[config.mk]
export PLATFORM = sky130hd
export DESIGN_NAME = sbst_tap
export DESIGN_NICKNAME = d
export VERILOG_FILES = /design/src/sbst_pkg.sv /design/src/sbst_ctl_if.sv /design/src/sbst_tap.sv /design/src/sbst_tap_fsm.sv
export VERILOG_INCLUDE_DIRS = /design/src
export SDC_FILE = /design/constraint.sdc
export NUM_CORES = 1
export LEC_CHECK = 0
export ABC_AREA = 1
export BUFFER_PORTS_ARGS = -buffer_cell sky130_fd_sc_hd__buf_2
export CAP_MARGIN = 40
export CORE_MARGIN = 2
export CORE_UTILIZATION = 50
export DETAILED_ROUTE_END_ITERATION = 10
export MAX_ROUTING_LAYER = met4
export PLACE_DENSITY = 0.79
export SKIP_LAST_GASP = 1
export SLEW_MARGIN = 0
export SYNTH_ARGS = -nofsm -noshare
export SYNTH_HDL_FRONTEND = slang
export SYNTH_SLANG_ARGS = --single-unit
[constraint.sdc]
create_clock -name clk_i -period 1.6 [get_ports clk_i]
set_input_delay 0.24 -clock clk_i [delete_from_list [all_inputs] [get_ports clk_i]]
set_output_delay 0.24 -clock clk_i [all_outputs]
set_load 0.05 [all_outputs]
[src/sbst_defs.svh]
// constants of the sram boundary-scan test port
// assumes nothing; included by the package and the design files
`ifndef SBST_DEFS_SVH
`define SBST_DEFS_SVH

// ---------------------------------------------------------------
// register widths
// ---------------------------------------------------------------
`define SBST_IR_W 3
`define SBST_ID_W 32
`define SBST_BSR_W 71

// ---------------------------------------------------------------
// instruction codes
// ---------------------------------------------------------------
`define SBST_INS_EXTEST 3'h0
`define SBST_INS_IDCODE 3'h1
`define SBST_INS_SAMPLE_Z 3'h2
`define SBST_INS_SAMPLE 3'h4
`define SBST_INS_BYPASS 3'h7

// ---------------------------------------------------------------
// capture and reset values
// ---------------------------------------------------------------
// upper bit zero, two low bits 01
`define SBST_IR_CAPTURE 3'h1
// arbitrary identification value, bit 0 set
`define SBST_ID_CODE 32'h1357_9BDF
`define SBST_BYP_CAPTURE 1'h0
`define SBST_TDO_RESET 1'h0

// ---------------------------------------------------------------
// timing
// ---------------------------------------------------------------
// test-clock rises with mode select high that force reset
`define SBST_TMS_RESET_EDGES 3'h5

`endif

[src/sbst_pkg.sv]
// types and decoders of the sram boundary-scan test port
// assumes sbst_defs.svh is on the include path
`default_nettype none
`include "sbst_defs.svh"

package sbst_pkg;

    // -----------------------------------------------------------
    // controller states
    // -----------------------------------------------------------
    typedef enum logic [3:0] {
        ST_TLR, ST_RTI, ST_SEL_DR, ST_CAP_DR, ST_SH_DR, ST_EX1_DR,
        ST_PA_DR, ST_EX2_DR, ST_UPD_DR, ST_SEL_IR, ST_CAP_IR,
        ST_SH_IR, ST_EX1_IR, ST_PA_IR, ST_EX2_IR, ST_UPD_IR
    } sbst_state_t;

    typedef enum logic [1:0] {
        PATH_BSR, PATH_ID, PATH_BYP
    } sbst_path_t;

    // -----------------------------------------------------------
    // instruction decoding
    // -----------------------------------------------------------
    function automatic sbst_path_t sbst_path(
        input logic [`SBST_IR_W-1:0] ins
    );
        sbst_path_t p;
        case (ins)
            `SBST_INS_EXTEST: p = PATH_BSR;
            `SBST_INS_SAMPLE_Z: p = PATH_BSR;
            `SBST_INS_SAMPLE: p = PATH_BSR;
            `SBST_INS_IDCODE: p = PATH_ID;
            // reserved codes fall back to the bypass bit
            default: p = PATH_BYP;
        endcase
        return p;
    endfunction

    function automatic logic sbst_outputs_off(
        input logic [`SBST_IR_W-1:0] ins
    );
        return (ins == `SBST_INS_EXTEST) || (ins == `SBST_INS_SAMPLE_Z);
    endfunction

endpackage

`default_nettype wire

[src/sbst_ctl_if.sv]
// link between the scan core and its controller state machine
// assumes both ends run on the same system clock
`timescale 1ns/1ns
`default_nettype none

interface sbst_ctl_if;
    logic tck_rise;
    logic tms;
    sbst_pkg::sbst_state_t state;

    modport fsm (
        input tck_rise,
        input tms,
        output state
    );
    modport core (
        output tck_rise,
        output tms,
        input state
    );
endinterface

`default_nettype wire

[src/sbst_tap.sv]
// boundary-scan test port of a pipelined sram, top level
// assumes tck/tms/tdi and the io ring arrive unsynchronised from pins;
// clk_i must run at least eight times faster than the test clock
//
// Summary of operation
// - five test-clock rises with mode select high reset the port only
// - power-up reset leaves serial output undriven
// - instruction picks exactly one register for the serial path
// - serial input sampled on tck rise, output changes on tck fall
// - instruction register is three bits, shifted serially when selected
// - instruction is identification after reset and in reset state
// - capture of instruction loads binary 01 into two low bits
// - bypass is one bit, the sole path under bypass in shift
// - boundary register captures io ring, then shifts in data shift
// - serial input enters the msb, serial output leaves the lsb
// - identification register captures a fixed 32-bit code and shifts it
// - shifted instruction takes effect only at instruction update
// - port never drives data to memory or io buffers, only captures the ring and forces outputs off
// - all-zero instruction samples like sample/preload, outputs off
// - sample-with-outputs-off shifts boundary register, outputs off
// - sample/preload snapshots all pin states at data capture
// - captured data shifts out while new data shifts in together
// - code 000 is the all-zero test, code 001 identification read
// - identification bit 0 reads as one
// - boundary register is 71 bits long
// - serial output driven only in shift states; tms and tdi default high, tck low
`timescale 1ns/1ns
`default_nettype none
`include "sbst_defs.svh"

module sbst_tap
    import sbst_pkg::*;
#(
    parameter int BSR_W = `SBST_BSR_W,
    parameter logic [`SBST_ID_W-1:0] ID_CODE = `SBST_ID_CODE
)
(
    // system
    input wire logic clk_i,
    input wire logic resetn_i,
    // test port pins
    input wire logic tck_i,
    input wire logic tms_i,
    input wire logic tdi_i,
    output logic tdo_o,
    output logic tdo_oe_o,
    // memory io ring
    input wire logic [BSR_W-1:0] io_ring_i,
    output logic mem_out_hiz_o
);

    // -----------------------------------------------------------
    // pin synchronisers
    // -----------------------------------------------------------
    logic tck_s1_q;
    logic tck_s2_q;
    logic tck_prev_q;
    logic tms_s1_q;
    logic tms_s2_q;
    logic tdi_s1_q;
    logic tdi_s2_q;
    logic [BSR_W-1:0] ring_s1_q;
    logic [BSR_W-1:0] ring_s2_q;

    // pins float high when unconnected, so tms and tdi sync stages reset high; tck stages reset low
    always_ff @(posedge clk_i)
    begin
        if (!resetn_i)
        begin
            tck_s1_q <= 1'h0;
            tck_s2_q <= 1'h0;
            tck_prev_q <= 1'h0;
            tms_s1_q <= 1'h1;
            tms_s2_q <= 1'h1;
            tdi_s1_q <= 1'h1;
            tdi_s2_q <= 1'h1;
        end
        else
        begin
            tck_s1_q <= tck_i;
            tck_s2_q <= tck_s1_q;
            tck_prev_q <= tck_s2_q;
            tms_s1_q <= tms_i;
            tms_s2_q <= tms_s1_q;
            tdi_s1_q <= tdi_i;
            tdi_s2_q <= tdi_s1_q;
        end
    end

    // ring data needs no reset; it only matters at a capture
    always_ff @(posedge clk_i)
    begin
        ring_s1_q <= io_ring_i;
        ring_s2_q <= ring_s1_q;
    end

    logic tck_rise;
    logic tck_fall;
    assign tck_rise = tck_s2_q & ~tck_prev_q;
    assign tck_fall = ~tck_s2_q & tck_prev_q;

    // -----------------------------------------------------------
    // controller
    // -----------------------------------------------------------
    sbst_ctl_if ctl ();
    assign ctl.tck_rise = tck_rise;
    assign ctl.tms = tms_s2_q;

    sbst_tap_fsm sbst_tap_fsm_i (
        .clk_i(clk_i),
        .resetn_i(resetn_i),
        .ctl(ctl.fsm)
    );

    sbst_state_t state;
    assign state = ctl.state;

    // -----------------------------------------------------------
    // scan registers
    // -----------------------------------------------------------
    logic [`SBST_IR_W-1:0] ir_sh_q;
    logic [`SBST_IR_W-1:0] ir_sh_d;
    logic [`SBST_IR_W-1:0] ir_q;
    logic [`SBST_IR_W-1:0] ir_d;
    logic [`SBST_ID_W-1:0] id_q;
    logic [`SBST_ID_W-1:0] id_d;
    logic [BSR_W-1:0] bsr_q;
    logic [BSR_W-1:0] bsr_d;
    logic byp_q;
    logic byp_d;
    sbst_path_t path;

    assign path = sbst_path(ir_q);

    always_comb
    begin
        ir_sh_d = ir_sh_q;
        ir_d = ir_q;
        id_d = id_q;
        bsr_d = bsr_q;
        byp_d = byp_q;
        if (state == ST_TLR)
            ir_d = `SBST_INS_IDCODE;
        if (tck_rise)
        begin
            case (state)
                ST_CAP_IR: ir_sh_d = `SBST_IR_CAPTURE;
                ST_SH_IR:
                    ir_sh_d = {tdi_s2_q, ir_sh_q[`SBST_IR_W-1:1]};
                ST_UPD_IR: ir_d = ir_sh_q;
                ST_CAP_DR:
                begin
                    // only the selected register captures
                    case (path)
                        PATH_BSR: bsr_d = ring_s2_q;
                        PATH_ID: id_d = ID_CODE;
                        PATH_BYP: byp_d = `SBST_BYP_CAPTURE;
                        default: byp_d = `SBST_BYP_CAPTURE;
                    endcase
                end
                ST_SH_DR:
                begin
                    // shift-in of preload bits rides on the shift-out
                    case (path)
                        PATH_BSR: bsr_d = {tdi_s2_q, bsr_q[BSR_W-1:1]};
                        PATH_ID: id_d = {tdi_s2_q, id_q[`SBST_ID_W-1:1]};
                        PATH_BYP: byp_d = tdi_s2_q;
                        default: byp_d = tdi_s2_q;
                    endcase
                end
                default: ir_d = ir_d;
            endcase
        end
    end

    always_ff @(posedge clk_i)
    begin
        if (!resetn_i)
        begin
            ir_sh_q <= `SBST_IR_CAPTURE;
            ir_q <= `SBST_INS_IDCODE;
            id_q <= `SBST_ID_CODE;
            bsr_q <= '0;
            byp_q <= `SBST_BYP_CAPTURE;
        end
        else
        begin
            ir_sh_q <= ir_sh_d;
            ir_q <= ir_d;
            id_q <= id_d;
            bsr_q <= bsr_d;
            byp_q <= byp_d;
        end
    end

    // -----------------------------------------------------------
    // serial output
    // -----------------------------------------------------------
    logic tdo_q;
    logic tdo_d;
    logic tdo_oe_q;
    logic tdo_oe_d;
    logic sel_bit;
    logic in_shift;

    assign in_shift = (state == ST_SH_IR) || (state == ST_SH_DR);

    always_comb
    begin
        if (state == ST_SH_IR)
            sel_bit = ir_sh_q[0];
        else
        begin
            case (path)
                PATH_BSR: sel_bit = bsr_q[0];
                PATH_ID: sel_bit = id_q[0];
                default: sel_bit = byp_q;
            endcase
        end
        tdo_d = tdo_q;
        tdo_oe_d = tdo_oe_q;
        if (tck_fall)
        begin
            tdo_oe_d = in_shift;
            if (in_shift)
                tdo_d = sel_bit;
        end
    end

    always_ff @(posedge clk_i)
    begin
        if (!resetn_i)
        begin
            tdo_q <= `SBST_TDO_RESET;
            tdo_oe_q <= 1'h0;
        end
        else
        begin
            tdo_q <= tdo_d;
            tdo_oe_q <= tdo_oe_d;
        end
    end

    assign tdo_o = tdo_q;
    assign tdo_oe_o = tdo_oe_q;
    // no preload path toward the memory; the ring is only observed
    assign mem_out_hiz_o = sbst_outputs_off(ir_q);
endmodule

`default_nettype wire

[src/sbst_tap_fsm.sv]
// sixteen-state test access controller
// assumes tck_rise is a one-cycle pulse and tms is already synchronised
`timescale 1ns/1ns
`default_nettype none
`include "sbst_defs.svh"

module sbst_tap_fsm
    import sbst_pkg::*;
(
    // system
    input wire logic clk_i,
    input wire logic resetn_i,
    // controller link
    sbst_ctl_if.fsm ctl
);

    sbst_state_t state_q;
    sbst_state_t state_d;

    // -----------------------------------------------------------
    // next state
    // -----------------------------------------------------------
    always_comb
    begin
        state_d = state_q;
        if (ctl.tck_rise)
        begin
            case (state_q)
                ST_TLR: state_d = ctl.tms ? ST_TLR : ST_RTI;
                ST_RTI: state_d = ctl.tms ? ST_SEL_DR : ST_RTI;
                ST_SEL_DR: state_d = ctl.tms ? ST_SEL_IR : ST_CAP_DR;
                ST_CAP_DR: state_d = ctl.tms ? ST_EX1_DR : ST_SH_DR;
                ST_SH_DR: state_d = ctl.tms ? ST_EX1_DR : ST_SH_DR;
                ST_EX1_DR: state_d = ctl.tms ? ST_UPD_DR : ST_PA_DR;
                ST_PA_DR: state_d = ctl.tms ? ST_EX2_DR : ST_PA_DR;
                ST_EX2_DR: state_d = ctl.tms ? ST_UPD_DR : ST_SH_DR;
                ST_UPD_DR: state_d = ctl.tms ? ST_SEL_DR : ST_RTI;
                // five high rises from anywhere end here
                ST_SEL_IR: state_d = ctl.tms ? ST_TLR : ST_CAP_IR;
                ST_CAP_IR: state_d = ctl.tms ? ST_EX1_IR : ST_SH_IR;
                ST_SH_IR: state_d = ctl.tms ? ST_EX1_IR : ST_SH_IR;
                ST_EX1_IR: state_d = ctl.tms ? ST_UPD_IR : ST_PA_IR;
                ST_PA_IR: state_d = ctl.tms ? ST_EX2_IR : ST_PA_IR;
                ST_EX2_IR: state_d = ctl.tms ? ST_UPD_IR : ST_SH_IR;
                ST_UPD_IR: state_d = ctl.tms ? ST_SEL_DR : ST_RTI;
                default: state_d = ST_TLR;
            endcase
        end
    end

    always_ff @(posedge clk_i)
    begin
        if (!resetn_i)
            state_q <= ST_TLR;
        else
            state_q <= state_d;
    end

    assign ctl.state = state_q;

    // -----------------------------------------------------------
    // checks
    // -----------------------------------------------------------
    logic [2:0] high_cnt_q;
    always_ff @(posedge clk_i)
    begin
        if (!resetn_i)
            high_cnt_q <= 3'h0;
        else if (ctl.tck_rise)
            high_cnt_q <= !ctl.tms ? 3'h0 :
                (high_cnt_q == `SBST_TMS_RESET_EDGES) ? high_cnt_q :
                high_cnt_q + 3'h1;
    end
endmodule

`default_nettype wire

==> reports/metrics.cfg, run 1 <==
[outcome]
status=finished, final reports clean

[cts]
htree_levels=1
cts_buffer_depth=3
cts.clk_slew.worst_paths_ns=0.06
cts_buffers=26
cts_tree=yes
cts.sinks=265
clockRootBuffer=clkbuf_16
clk_latency_ns=0.51
postCtsSetupBuffers=0

[setup_path]
critPathLaunchType=register
crit_fanout=41
crit_start=ir_q[2]
crit_end=bsr_q[59]
criticalPathCategory=register to register
worstSetupEndpointType=register
rrSetupSlack_ns=0.06
regToRegStartpoint=ir_q[2]
required_ns=1.99
r2r_end=bsr_q[59]
reg2regPathDepth=5
arrival_ns=1.93

[floorplan]
start_util_pct=50.62
io_pins=79
core-area_um2=16470
die_area_um2=17720
fp-row-count=47
die_w_um=133.1
die_h_um=133.1

[synthesis]
syn_nets=995
synth_area_um2=8334
synth-seq-cells=265
synth_cells=919
yosys-top-cells-area=dfxtp_1, o21ai_0, nand2_1
netlist-cell-type-count=21
synth_area_per_cell_um2=9.069
synth_warnings=0
yosysTopAreaCell=dfxtp_1
yosysTopAreaCellShare_pct=63.65
yosysSeqAreaShare_pct=63.65

[timing]
finalCritPeriodShare_pct=95.99
worstMarginPinSlew_ns=0.4479
setup_viol=0
slew_headroom_pct=70.14
setup_ws_ns=0.06421
clock_skew_ns=0.01131
slew_viol_final=0
hold_slack_ns=0.2262
hold_violations=0
rsz0062_at_grt=true
period_minus_slack_ns=1.536
timing.fmax_mhz=651.1

[detailed_routing]
dr.pass1.iters=5
wl_per_cell_um=12.71
dr_total_vias=6368
wl_um=16720
drcViolationCount=0
ant_nets=0
first_iter_violations=294
vias_per_cell=4.839

[pwr]
irDropWorstVdd_uv=1141
power.leakage_nw=4.530
p_per_area_nw_per_um2=1281
combinationalPowerShare_pct=3.2
p_sw_mw=2.697
p_int_mw=11.07
p_sw_share_pct=19.59
pwr-share-clk_pct=47.0
seqPwrFrac_pct=49.8

[grt]
first_global_vias=6010
grtUsageTotal_pct=19.19
grt_overflow=0
grt_pass1_wl_um=27590
grt_max_degree=78
antenna_found_initial=1

[cells_and_area]
final_cell_area_um2=10740
fin_nets=1151
final_layout_size_suffix_gt1_share_pct=15.80
area_growth_pct=28.87
regArea_um2=5309
multi_input_comb_area_um2=2335
fillerInstances=1283

[placement]
hpwl_um=8584
pre_cts_slack_ns=-0.01027
place_area_um2=8982
place_congestion=0.7878
numPortBuffers=78

[min_path]
hp-class=primary input to register

[job]
cap_viol_max_count=0

how the worst min path moves through the flow:
stage	start	to	slack, ns	depth (start not counted)
final	resetn_i	ir_sh_q[0]	0.23	3
after global routing	resetn_i	ir_sh_q[0]	0.22	3
after CTS	resetn_i	ir_sh_q[0]	0.19	3
after detailed placement	ring_s1_q[22]	ring_s2_q[22]	0.31	0
after floorplan	io_ring_i[0]	ring_s1_q[0]	0.27	0
after global placement	ring_s1_q[6]	ring_s2_q[6]	0.31	0
cell families (layout without fill, tap and decap cells):
family / count (synthesis) / count (layout) / synth area share (%)
AOI/OAI and AO/OA: 286 / 286 / 17.23
DFF: 265 / 265 / 63.65
and+or+nand+nor: 215 / 215 / 10.43
buffers and inverters: 153 / 329 / 8.677
other: 0 / 1 / 0
final cells by class:
type / count / share of cell area (%)
inverters: 100 / 3.518
diodes: 1 / 0.02330
flip-flops and latches: 265 / 49.43
repair buffers: 181 / 13.94
clock inverters: 13 / 1.654
well taps: 220 / 2.563
multi-input cells: 501 / 21.74
clock buffers: 35 / 7.130
power groups by stage:
| stage | Sequential (mW) | Combinational [mW] | Clock [mW] |
|---|---|---|---|
| detailed placement | 7.00 | 0.279 | 0 |
| global route | 6.87 | 0.488 | 6.92 |
| global placement | 6.99 | 0.273 | 0 |
| finish | 6.86 | 0.437 | 6.47 |
| floorplan | 6.97 | 0.151 | 0 |
| CTS | 6.85 | 0.424 | 6.59 |
metrics by stage:
stage	utilization (%)	total power, mW	cells	setup TNS (ns)
finish	65.23	13.76	1316	0
global route	65.23	14.27	1316	-1.169
CTS	64.79	13.87	1314	0
detailed placement	54.55	7.278	1192	-0.02072
global placement	54.55	7.266	1192	0
floorplan	-	7.126	919	0
timing repair:
| action | in CTS | in global routing |
|---|---|---|
| endpoints found under the setup margin | 22 | 102 |
| hold buffers | 74 | 0 |
| hold endpoints to repair | 74 | 0 |
| pin swaps | 0 | 1 |
| gates cloned | 0 | 1 |
| gates resized for setup | 1 | 16 |
per-layer routing:
metal / track usage [%] / part of all wire [%]
met1: 23.20 / 43
met2: 33.13 / 50
met3: 3.272 / 4.7
met4: 5.615 / 1.9
met5: - / 0
state kept, by name, indices dropped and copies added (netlist names):
name / cells
ir_sh_q: 3
tck_s1_q: 1
tdo_o: 1
tck_s2_q: 1
ring_s1_q: 71
ir_q: 3
tdi_s2_q: 1
sbst_tap_fsm_i.ctl.state: 4
tdi_s1_q: 1
tdo_oe_o: 1
byp_q: 1
tms_s1_q: 1
id_q: 32
bsr_q: 71
tck_prev_q: 1
ring_s2_q: 71
ctl.tms: 1
layout by cell type, fill, tap and decap left out, drive strengths merged:
cell         Yosys  final
dfxtp          265    265
nor3             2      2
nand2          162    162
diode            0      1
a22oi            1      1
nor2            20     20
a21oi          117    117
nand3           26     26
a211oi           1      1
buf             27    106
clkinv           0      6
or2              4      4
o21ai          167    167
clkinvlp         0      2
inv            100    101
dlygate4sd3      0     74
nand4            1      1
clkbuf          26     36
bufinv           0      4
cell usage after synthesis:
cell type / n
a211oi_1: 1
a21oi_1: 117
a22oi_1: 1
buf_2: 8
buf_4: 1
buf_6: 18
clkbuf_1: 26
dfxtp_1: 265
inv_1: 96
inv_2: 4
nand2_1: 159
nand2_2: 2
nand2_4: 1
nand3_1: 26
nand4_1: 1
nor2_1: 19
nor2_2: 1
nor3_1: 2
o21ai_0: 130
o21ai_1: 37
or2_2: 4
worst max-delay path, cell delays in order (launching register included):
cell and delay [ns]:
dfxtp_1 0.34, a21oi_1 0.40, nand2_4 0.20, buf_12 0.22
o21ai_1 0.18, a21oi_1 0.06
Note: power is estimated with default switching activity, not from simulation.
==> run 2, diff against run 1 <==
- CAP_MARGIN: 40 -> 25
- CELL_PAD_IN_SITES_DETAIL_PLACEMENT: not set -> 1
- CELL_PAD_IN_SITES_GLOBAL_PLACEMENT: not set -> 2
- CORE_UTILIZATION: 50 -> 36
- PLACE_DENSITY: 0.79 -> 0.88
- SETUP_SLACK_MARGIN: not set -> 0.05
==> reports/metrics.cfg, run 2 (same netlist as run 1, synthesis figures left out) <==
[outcome]
status=finished, final reports clean  ; unchanged

[pwr]
power.leakage_nw=4.886  ; was 4.530 nW
total_power_mw=14.42  ; was 13.76 mW
irDropWorstVdd_uv=1100  ; was 1141 µV
p_per_area_nw_per_um2=1243  ; was 1281 nW/µm²

[min_path]
hp-class=primary input to register  ; unchanged
hold_path_end=sbst_tap_fsm_i.ctl.state[2]  ; was ir_sh_q[0]
min_from=resetn_i  ; unchanged
min_path_cells=3  ; unchanged

[cts]
cts_buffer_depth=3  ; unchanged
cts.sinks=265  ; unchanged
clockRootBuffer=clkbuf_16  ; unchanged
cts.clk_slew.worst_paths_ns=0.06  ; about the same
clk_latency_ns=0.55  ; was 0.51 ns
cts_buffers=28  ; was 26
cts_tree=yes  ; unchanged
htree_levels=1  ; unchanged

[setup_path]
critical_path_buf_inv_count=4  ; was 1
regToRegStartpoint=sbst_tap_fsm_i.ctl.state[2]  ; was ir_q[2]
r2r_end=bsr_q[18]  ; was bsr_q[59]
critPathLaunchType=register  ; unchanged
crit_start=sbst_tap_fsm_i.ctl.state[2]  ; was ir_q[2]
criticalPathCategory=register to register  ; unchanged
required_ns=2.06  ; was 1.99 ns
worstSetupEndpointType=register  ; unchanged
slowest_delay_ns=0.37  ; was 0.40 ns
arrival_ns=1.98  ; was 1.93 ns
cp_cell_sequence=inv_2 -> nor2_4 -> nand2_4 -> buf_8 -> buf_12 -> buf_12 -> o21ai_0 -> o21ai_0 -> a21oi_1  ; was a21oi_1 -> nand2_4 -> buf_12 -> o21ai_1 -> a21oi_1
rrSetupSlack_ns=0.08  ; was 0.06 ns
cp_slowest_cell=dfxtp_4  ; was a21oi_1
critPathTopFamily=buffers and inverters  ; was compound AO/OA/AOI/OAI gates
crit_fanout=14  ; was 41
reg2regPathDepth=9  ; was 5

[detailed_routing]
drcViolationCount=0  ; unchanged
dr_total_vias=6711  ; was 6,368
wl_um=21490  ; was 16,720 µm
ant_nets=0  ; unchanged
first_iter_violations=286  ; was 294
dr.pass1.iters=6  ; was 5
vias_per_cell=4.716  ; was 4.839
wl_per_cell_um=15.10  ; was 12.71 µm

[timing]
slew_viol_final=0  ; unchanged
clock_skew_ns=0.01725  ; was 0.01131 ns
period_minus_slack_ns=1.523  ; was 1.536 ns
worstMarginPinSlew_ns=0.3473  ; was 0.4479 ns
rsz0062_at_grt=true  ; unchanged
hold_violations=0  ; unchanged
slew_headroom_pct=76.85  ; was 70.14%
finalCritPeriodShare_pct=95.16  ; was 95.99%
setup_viol=0  ; unchanged
timing.fmax_mhz=656.8  ; was 651.1 MHz
setup_ws_ns=0.07738  ; was 0.06421 ns

[floorplan]
io_pins=79  ; unchanged
die_h_um=156.2  ; was 133.1 µm
start_util_pct=36.70  ; was 50.62%
die_w_um=156.2  ; was 133.1 µm
fp-row-count=55  ; was 47
die_area_um2=24380  ; was 17,720 µm²
core-area_um2=22710  ; was 16,470 µm²

[grt]
first_global_vias=6714  ; was 6,010
grt_overflow=0  ; unchanged
grtUsageTotal_pct=16.85  ; was 19.19%
grt_max_degree=78  ; unchanged
antenna_found_initial=1  ; unchanged
grt_pass1_wl_um=32860  ; was 27,590 µm

[placement]
place_area_um2=9241  ; was 8982 µm²
pre_cts_slack_ns=-0.01143  ; was -0.01027 ns
numPortBuffers=78  ; unchanged
place_congestion=0.7929  ; was 0.7878
hpwl_um=11260  ; was 8584 µm
dp.cells=1274  ; was 1,192

[cells_and_area]
reg_top3=bsr_q: 71 flops, ring_s1_q: 71 flops, ring_s2_q: 71 flops  ; unchanged
fin_nets=1191  ; was 1,151
final_core_util_pct=51.09  ; was 65.23%
layout_commonest_cell=dfxtp_1  ; unchanged
area_growth_pct=39.20  ; was 28.87%
final_layout_size_suffix_gt1_share_pct=21.55  ; was 15.80%
final_cell_area_um2=11600  ; was 10,740 µm²
final_cells=1423  ; was 1,316
layout_common_cells=dfxtp_1, nand2_1, a21oi_1  ; was dfxtp_1, nand2_1, o21ai_0

[job]
cap_viol_max_count=0  ; unchanged

run 2: where the power goes:
part	internal (mW)	leakage [nW]	switching [mW]
registers	6.79	2.19	0.0674
logic	0.266	2.19	0.198
clock network	4.37	0.503	2.73
run 2: area by class of cell:
cell class              count  area, µm²
fillers                  2519      11110
flip-flops and latches    265       5318
multi-input cells         503       2475
repair buffers            217       2029
clock buffers              37      804.5
inverters                 100      382.9
well taps                 285      356.6
clock inverters            15      232.7
diodes                      1      2.502
run 2: worst max-delay path by stage:
| stage | endpoint | cells past startpoint | slack (ns) |
|---|---|---|---|
| 2_1_floorplan | bsr_q[12] | 10 | 0.12 |
| 3_3_place_gp | bsr_q[5] | 9 | 0.06 |
| 3_5_place_dp | bsr_q[6] | 10 | -0.01 |
| 4_1_cts | bsr_q[23] | 10 | 0.04 |
| 5_1_grt | bsr_q[18] | 10 | -0.06 |
| 6_report | bsr_q[18] | 9 | 0.08 |
run 2: worst register-to-register path, delay by kind of cell, from the launching register on:
kind                   cells  cell delay [ns]
flip-flops                 1             0.37
buffers and inverters      4             0.49
AO/OA/AOI/OAI              3             0.43
AND/OR/NAND/NOR            2             0.16
run 2: timing repair:
| item | 4_1_cts | 5_1_grt |
|---|---|---|
| pin swaps | 1 | 9 |
| setup buffers | 1 | 7 |
| gates resized for setup | 11 | 106 |
| endpoints found under the setup margin | 51 | 105 |
| cloned | 0 | 14 |
| hold endpoints to repair | 74 | 0 |
| hold buffers | 74 | 0 |
run 2: through the flow:
stage / TNS [ns] / hold slack (ns)
after detailed placement: -0.02196 / 0.3132
after floorplan: 0 / 0.2677
after global placement: 0 / 0.3117
after global routing: -0.1604 / 0.1305
final: 0 / 0.1072
after CTS: 0 / 0.09702
run 2: per-layer routing:
layer,vias up,track usage (%),share of wire (%)
met5,-,-,0
met1,3211,20.22,44
met2,90,29.35,50
met4,0,3.539,1.2
li1,3378,-,-
met3,32,3.444,4.1
